### config.mk
export PLATFORM = sky130hd
export DESIGN_NAME = ramp_segment_sequencer
export DESIGN_NICKNAME = d
export VERILOG_FILES = /design/src/inc/ramp_seq_pkg.sv /design/src/hw/ramp_segment_sequencer.sv /design/src/hw/trig_sync.sv
export SDC_FILE = /design/constraint.sdc
export NUM_CORES = 1
export LEC_CHECK = 0
export ABC_AREA = 0
export BUFFER_PORTS_ARGS = -buffer_cell sky130_fd_sc_hd__buf_2
export CAP_MARGIN = 40
export CORE_MARGIN = 2
export CORE_UTILIZATION = 39
export CTS_CLUSTER_DIAMETER = 150
export DETAILED_ROUTE_END_ITERATION = 10
export HOLD_SLACK_MARGIN = 0.12
export PLACE_DENSITY = 0.63
export SETUP_SLACK_MARGIN = 0.05
export SYNTH_ARGS = -nofsm -noshare
export SYNTH_HDL_FRONTEND = slang
export SYNTH_SLANG_ARGS = --single-unit
### constraint.sdc
create_clock -name clk -period 14.9 [get_ports clk]
set_input_delay 4.47 -clock clk [delete_from_list [all_inputs] [get_ports clk]]
set_output_delay 4.47 -clock clk [all_outputs]
set_load 0.03 [all_outputs]
### src/inc/ramp_seq_pkg.sv
// Package: constants and types for the ramp segment sequencer
package ramp_seq_pkg;
  localparam int SEG_COUNT     = 8;
  localparam int SEG_IDX_W     = 3;
  localparam int INC_W         = 30;
  localparam int LEN_W         = 16;
  localparam int ACC_W         = 33;
  localparam int ADDR_W        = 8;
  localparam int DATA_W        = 32;
  // Register map: per segment, word A at 0x00+i*2, word B at 0x01+i*2
  localparam logic [ADDR_W-1:0] SEG_BASE_ADDR = 8'h00;
  localparam logic [ADDR_W-1:0] CTRL_ADDR     = 8'h10;
  localparam logic [ADDR_W-1:0] STATUS_ADDR   = 8'h11;
  localparam logic [ADDR_W-1:0] ACC_ADDR      = 8'h12;
  // Word B field positions
  localparam int LEN_LSB       = 0;
  localparam int SLOW_BIT      = 16;
  localparam int FLAG_LSB      = 17;
  localparam int CLR_BIT       = 19;
  localparam int EVT_LSB       = 20;
  localparam int NEXT_LSB      = 22;
  localparam int FAST_BIT      = 25;
  // Control register fields
  localparam int CTRL_RUN_BIT  = 0;
  localparam int CTRL_START_LSB = 1;
  // Advance event codes
  localparam logic [1:0] EVT_LENGTH = 2'h0;
  localparam logic [1:0] EVT_TRIG_A = 2'h1;
  localparam logic [1:0] EVT_TRIG_B = 2'h2;
  localparam logic [1:0] EVT_TRIG_C = 2'h3;
  localparam logic [DATA_W-1:0] REG_RESET = 32'h0000_0000;

  typedef struct packed {
    logic                 segment_fast_settle;
    logic [SEG_IDX_W-1:0] segment_next_index;
    logic [1:0]           segment_advance_event;
    logic                 segment_acc_clear;
    logic [1:0]           segment_flag_code;
    logic                 segment_slow_tick;
    logic [LEN_W-1:0]     segment_length;
    logic [INC_W-1:0]     segment_increment;
  } seg_cfg_t;

  typedef struct packed {
    logic [ADDR_W-1:0] addr;
    logic [DATA_W-1:0] wdata;
    logic              wr;
    logic              rd;
  } reg_req_t;
endpackage

### src/hw/ramp_segment_sequencer.sv
// Ramp segment sequencer: per-segment settings, tick pacing and segment advance
// Notes on behaviour
// - Slow tick doubles clocks per ramp tick
// - Length counts ticks; one to 65536
// - Flag code drives two flags at segment start
// - Accumulator clear at segment start when set
// - Advance event: length, trigger A, B, C
// - Next segment taken from next-index field
// - Eight independent segment setting sets
// - Fast settle output follows active segment bit
//
// Chosen here: the placing of the registers and the plain strobed port.
module ramp_segment_sequencer
  import ramp_seq_pkg::*;
#(
  parameter int NSEG = SEG_COUNT
) (
  input  wire logic              clk,
  input  wire logic              rst,
  input  wire reg_req_t          req,
  output logic [DATA_W-1:0]      rdata_ff,
  input  wire logic [2:0]        trig_pins,
  output logic                   general_flag_lo_ff,
  output logic                   general_flag_hi_ff,
  output logic                   fast_settle_ff,
  output logic [ACC_W-1:0]       ramp_acc_ff,
  output logic [SEG_IDX_W-1:0]   active_seg_ff,
  output logic                   running_ff
);
  typedef enum logic [1:0] {ST_IDLE, ST_START, ST_RUN} seq_state_t;

  seg_cfg_t               cfg_ff [NSEG];
  seq_state_t             state_ff;
  logic [LEN_W:0]         len_cnt_ff;
  logic                   half_ff;
  logic                   run_en_ff;
  logic [SEG_IDX_W-1:0]   start_idx_ff;
  logic [2:0]             trig_level;
  logic [2:0]             trig_prev_ff;
  logic [2:0]             trig_rise;
  seg_cfg_t               cur;
  logic                   tick;
  logic                   len_done;
  logic                   advance;
  logic                   event_hit;

  // Segment register index decode
  function automatic logic seg_hit(input logic [ADDR_W-1:0] a);
    seg_hit = (a < ADDR_W'(2 * NSEG));
  endfunction

  trig_sync #(.WIDTH(3)) trig_sync_i (
    .clk      (clk),
    .rst      (rst),
    .async_in (trig_pins),
    .sync_out (trig_level)
  );

  // Trigger edge detect on synchronised levels
  always_ff @(posedge clk) begin
    if (rst) trig_prev_ff <= '0;
    else     trig_prev_ff <= trig_level;
  end
  assign trig_rise = trig_level & ~trig_prev_ff;

  // Per-segment settings storage, all cleared at reset
  always_ff @(posedge clk) begin
    if (rst) begin
      for (int i = 0; i < NSEG; i++) cfg_ff[i] <= '0;
    end else if (req.wr && seg_hit(req.addr)) begin
      if (req.addr[0] == 1'b0) begin
        cfg_ff[req.addr[SEG_IDX_W:1]].segment_increment <= req.wdata[INC_W-1:0];
      end else begin
        cfg_ff[req.addr[SEG_IDX_W:1]].segment_length        <= req.wdata[LEN_LSB +: LEN_W];
        cfg_ff[req.addr[SEG_IDX_W:1]].segment_slow_tick     <= req.wdata[SLOW_BIT];
        cfg_ff[req.addr[SEG_IDX_W:1]].segment_flag_code     <= req.wdata[FLAG_LSB +: 2];
        cfg_ff[req.addr[SEG_IDX_W:1]].segment_acc_clear     <= req.wdata[CLR_BIT];
        cfg_ff[req.addr[SEG_IDX_W:1]].segment_advance_event <= req.wdata[EVT_LSB +: 2];
        cfg_ff[req.addr[SEG_IDX_W:1]].segment_next_index    <= req.wdata[NEXT_LSB +: SEG_IDX_W];
        cfg_ff[req.addr[SEG_IDX_W:1]].segment_fast_settle   <= req.wdata[FAST_BIT];
      end
    end
  end

  // Control register: run enable and start segment
  always_ff @(posedge clk) begin
    if (rst) begin
      run_en_ff    <= 1'b0;
      start_idx_ff <= '0;
    end else if (req.wr && req.addr == CTRL_ADDR) begin
      run_en_ff    <= req.wdata[CTRL_RUN_BIT];
      start_idx_ff <= req.wdata[CTRL_START_LSB +: SEG_IDX_W];
    end
  end

  // Read data, valid the cycle after the read strobe
  always_ff @(posedge clk) begin
    if (rst) begin
      rdata_ff <= REG_RESET;
    end else if (req.rd) begin
      if (seg_hit(req.addr)) begin
        if (req.addr[0] == 1'b0) begin
          rdata_ff <= DATA_W'(cfg_ff[req.addr[SEG_IDX_W:1]].segment_increment);
        end else begin
          rdata_ff <= DATA_W'({cfg_ff[req.addr[SEG_IDX_W:1]].segment_fast_settle,
                               cfg_ff[req.addr[SEG_IDX_W:1]].segment_next_index,
                               cfg_ff[req.addr[SEG_IDX_W:1]].segment_advance_event,
                               cfg_ff[req.addr[SEG_IDX_W:1]].segment_acc_clear,
                               cfg_ff[req.addr[SEG_IDX_W:1]].segment_flag_code,
                               cfg_ff[req.addr[SEG_IDX_W:1]].segment_slow_tick,
                               cfg_ff[req.addr[SEG_IDX_W:1]].segment_length});
        end
      end else if (req.addr == CTRL_ADDR) begin
        rdata_ff <= DATA_W'({start_idx_ff, run_en_ff});
      end else if (req.addr == STATUS_ADDR) begin
        rdata_ff <= DATA_W'({fast_settle_ff, general_flag_hi_ff, general_flag_lo_ff,
                             active_seg_ff, running_ff});
      end else if (req.addr == ACC_ADDR) begin
        rdata_ff <= ramp_acc_ff[DATA_W-1:0];
      end else begin
        rdata_ff <= REG_RESET; // Unmapped reads as zero
      end
    end
  end

  // Active segment settings and event decode
  assign cur      = cfg_ff[active_seg_ff];
  assign tick     = (state_ff == ST_RUN) && (!cur.segment_slow_tick || half_ff);
  assign len_done = tick && (len_cnt_ff <= (LEN_W+1)'(1));
  always_comb begin
    case (cur.segment_advance_event)
      EVT_LENGTH: event_hit = len_done;
      EVT_TRIG_A: event_hit = trig_rise[0];
      EVT_TRIG_B: event_hit = trig_rise[1];
      EVT_TRIG_C: event_hit = trig_rise[2];
      default:    event_hit = 1'b0;
    endcase
  end
  assign advance = (state_ff == ST_RUN) && event_hit;

  // Sequencer state and active segment index
  always_ff @(posedge clk) begin
    if (rst) begin
      state_ff      <= ST_IDLE;
      active_seg_ff <= '0;
      running_ff    <= 1'b0;
    end else begin
      case (state_ff)
        ST_IDLE: begin
          if (run_en_ff) begin
            active_seg_ff <= start_idx_ff;
            state_ff      <= ST_START;
          end
        end
        ST_START: state_ff <= run_en_ff ? ST_RUN : ST_IDLE;
        ST_RUN: begin
          if (!run_en_ff) begin
            state_ff <= ST_IDLE;
          end else if (advance) begin
            active_seg_ff <= cur.segment_next_index;
            state_ff      <= ST_START;
          end
        end
        default: state_ff <= ST_IDLE;
      endcase
      running_ff <= run_en_ff;
    end
  end

  // Half-rate phase for slow ticks; restarts low outside the run state
  always_ff @(posedge clk) begin
    if (rst) begin
      half_ff <= 1'b0;
    end else if (state_ff == ST_RUN) begin
      half_ff <= cur.segment_slow_tick ? ~half_ff : 1'b0;
    end else begin
      half_ff <= 1'b0;
    end
  end

  // Length counter: loaded at segment start, one step down per tick
  always_ff @(posedge clk) begin
    if (rst) begin
      len_cnt_ff <= '0;
    end else if (state_ff == ST_START) begin
      // Zero length field means the 65536 maximum
      len_cnt_ff <= (cur.segment_length == '0) ? {1'b1, {LEN_W{1'b0}}}
                                               : {1'b0, cur.segment_length};
    end else if (tick && len_cnt_ff != '0) begin
      len_cnt_ff <= len_cnt_ff - (LEN_W+1)'(1);
    end
  end

  // General flags set at segment start and held until the next start
  always_ff @(posedge clk) begin
    if (rst) begin
      general_flag_lo_ff <= 1'b0;
      general_flag_hi_ff <= 1'b0;
    end else if (state_ff == ST_START) begin
      general_flag_lo_ff <= cur.segment_flag_code[0];
      general_flag_hi_ff <= cur.segment_flag_code[1];
    end
  end

  // Fast settle follows the active segment and drops once idle
  always_ff @(posedge clk) begin
    if (rst) begin
      fast_settle_ff <= 1'b0;
    end else if (state_ff == ST_START) begin
      fast_settle_ff <= cur.segment_fast_settle;
    end else if (state_ff == ST_IDLE) begin
      fast_settle_ff <= 1'b0;
    end
  end

  // Ramp accumulator: optional clear at start, signed add per counted tick
  always_ff @(posedge clk) begin
    if (rst) begin
      ramp_acc_ff <= '0;
    end else if (state_ff == ST_START && cur.segment_acc_clear) begin
      ramp_acc_ff <= '0;
    end else if (tick && len_cnt_ff != '0) begin
      ramp_acc_ff <= ramp_acc_ff + ACC_W'($signed(cur.segment_increment));
    end
  end
endmodule

### src/hw/trig_sync.sv
// Two-stage synchroniser for the three external trigger pins
module trig_sync
  import ramp_seq_pkg::*;
#(
  parameter int WIDTH = 3
) (
  input  wire logic             clk,
  input  wire logic             rst,
  input  wire logic [WIDTH-1:0] async_in,
  output logic      [WIDTH-1:0] sync_out
);
  logic [WIDTH-1:0] meta_ff;

  // First stage is read only by the second
  always_ff @(posedge clk) begin
    if (rst) begin
      meta_ff  <= '0;
      sync_out <= '0;
    end else begin
      meta_ff  <= async_in;
      sync_out <= meta_ff;
    end
  end
endmodule

==> flow_summary.yaml <==
outcome:
  status: "finished clean"
synthesis:
  yosysTopAreaCellShare: 0.4528
  synth-seq-cells: 556
  yosysSeqAreaShare: 0.5256
  yosys-top-cells-count: "and2_1, edfxtp_1, clkbuf_1"
  yosys.area.top_type: "edfxtp_1"
  yosysWarnings: 0
  syn_area_per_cell_um2: 11.72
  synth_area_um2: 29710
  synth_area_leaders: "edfxtp_1, and2_1, mux4_2, dfxtp_1, a21oi_1"
  syn-num-nets: 2617
  synth_cell_type_count: 72
  synth_most_common_cell: "and2_1"
  synth_edf_count: 448
  ys.flop_type: "edfxtp_1"
  syn_inst: 2534
  async_flop_share: 0
layout:
  regArea_um2: 15630
  multi_input_area_um2: 13320
  synthToLayoutAreaGrowth_pct: 13.26
  drive_gt1_frac: 0.1986
  final_util: 0.4445
  fillCellCount: 6871
  layout.nets: 2661
sta:
  slew_viol_final: 0
  max_clock_freq_ghz: 0.1258
  tightestPinTransition_ps: 955.7
  timing.final.crit_period_ps: 7951
  maxSlewHeadroom: 0.3600
  setup_violations: 0
  grt_setup_unrepaired: "no"
  clock_skew_ps: 29.16
  finalSetupTns_ps: 0
  hold_viol: 0
  min_period_over_period: 0.5336
power:
  power_leakage_uw: 0.01184
  irDropWorstVdd_v: 0.00008840
  power_per_cell_area_nw_per_um2: 106.9
critical_path:
  reg2reg_depth: 14
  r2r_slack_ps: 9130
  path_class: "primary input to register"
  cp_data_arrival_time_ps: 8510
  crit_chain: "buf_4, buf_4, nor2_1, and2_2, buf_4, a221oi_1, a22oi_1, a32oi_1, a211oi_1"
  critical_path.max_stage_delay_ps: 690
  cp_slowest_cell: "nor2_1"
  cp-start-kind: "primary input"
  critPathMaxFanout: 45
  cpMostUsedCell: "buf_4"
  cpLargestDelayFamily: "simple AND/OR/NAND/NOR gates"
  worstPathBufferInverterCount: 3
  r2r_end: "ramp_acc_ff[32]$_SDFFE_PP0P_"
  critPathRequiredTime_ps: 15460
  cp-end-kind: "register"
floorplan:
  start_util: 0.3925
  core_um2: 75700
  die_width_um: 280.0
  rows: 101
  dieArea_um2: 78410
  die_h_um: 280.0
  io_pins: 119
min_path:
  worstHoldPathType: "register to register"
  worstHoldPathCells: 1
  hp-start: "half_ff$_SDFF_PP0_"
  min_to: "half_ff$_SDFF_PP0_"
grt:
  grt-ovfl-total: 0
  antenna_found_initial: 19
  grt_pass1_vias: 22400
  grt_max_degree: 62
  track_usage: 0.2720
  grt_pass1_wl_um: 154700
clock_tree:
  cts_tree: "yes"
  htree_num_levels: 2
  clk_pin_slew_ps: 60
  clk_path_buf_depth: 3
  clock-sinks: 556
  postCtsHoldBufs: 0
  cts_setup_buffers: 0
  cts_buffers: 58
  ctsResizeCount: 0
  root_buffer: "clkbuf_16"
  clock_latency_ps: 660
route:
  vias: 22840
  vias_per_cell: 6.317
  post_drt_wl_per_cell_um: 29.94
  drtIter0Drc: 2795
  finalWirelength_um: 108200
  ant_nets: 0
  remaining_drc_errors: 0
  dr.pass1.iters: 8
placement:
  dpl.hpwl_um: 68440
  portBuffers: 116
  place_congestion: 0.9141
job:
  cap_violations: 0
sequential cells by signal, summed over array words and instances (netlist names), named ones only:
signal and cells:
active_seg_ff 3, fast_settle_ff 1, running_ff 1, trig_prev_ff 3
start_idx_ff 3, run_en_ff 1, rdata_ff 32, state_ff 2
half_ff 1, trig_sync_i.sync_out 3, cfg_ff 448, len_cnt_ff 17
general_flag_lo_ff 1, trig_sync_i.meta_ff 3, general_flag_hi_ff 1, ramp_acc_ff 33
cells by family after synthesis:
| kind of cell | Yosys count | share of synthesized area |
|---|---|---|
| and+or+nand+nor | 934 | 0.1732 |
| DFF | 556 | 0.5256 |
| muxes | 240 | 0.1329 |
| AOI/OAI and AO/OA | 511 | 0.1151 |
| buffers and inverters | 236 | 0.03163 |
| xor gates and xnor gates | 21 | 0.006190 |
| adders and majority gates | 36 | 0.01541 |
worst max path at each step:
stage,start,cells after the start,to
finish,req[37],9,rdata_ff[25]$_SDFFE_PP0P_
global route,req[38],8,cfg_ff[4][46]$_SDFFCE_PN0P_
CTS,req[37],9,rdata_ff[25]$_SDFFE_PP0P_
detailed placement,req[37],9,rdata_ff[25]$_SDFFE_PP0P_
global placement,req[37],9,rdata_ff[25]$_SDFFE_PP0P_
floorplan,req[36],5,cfg_ff[2][0]$_SDFFCE_PN0P_
stage by stage:
stage / setup slack, ps / cell area, µm² / hold WS (ps) / instances / power, µW
after floorplan: 6756 / 29710 / 401.4 / 2534 / 1962
after global placement: 6348 / 31300 / 410.6 / 3475 / 2091
after detailed placement: 6290 / 31660 / 442.9 / 3495 / 2107
after CTS: 6946 / 33620 / 447.5 / 3605 / 3591
after global routing: 6924 / 33640 / 458.3 / 3611 / 3673
final: 6949 / 33650 / 441.5 / 3615 / 3599
power breakdown:
group          total [µW]  switching [µW]  internal (µW)
registers            1780            38.1           1740
clock network        1510             644            869
logic                 306             210           96.6
total                3600             891           2710
placed cells by master, fill, tap and decap left out, types with 66 or more instances in the layout:
cell        n
and2_1    454
buf_2     119
nand2_1   148
mux4_2    118
nor2_1    111
a22oi_1    79
dfxtp_1   105
mux2i_1    66
o21ai_0    81
a21oi_1   133
edfxtp_1  448
cell type report:
cell class,count,share of cell area
Antenna cell,9,0.0006693
Clock buffer,78,0.04838
Clock inverter,32,0.009891
Inverter,22,0.002454
Multi-Input combinational cell,1742,0.3959
Sequential cell,556,0.4644
Tap cell,978,0.03636
Timing Repair Buffer,198,0.04194
layer usage:
metal  up-vias  global-route usage  wire [µm]
met5         -                   0        107
met1     11370              0.3422      40810
li1       9600                   -          -
met4        18              0.1378       5932
met2      1527              0.4372      49370
met3       323             0.06562      12010
Power figures use the tool's default switching activity.
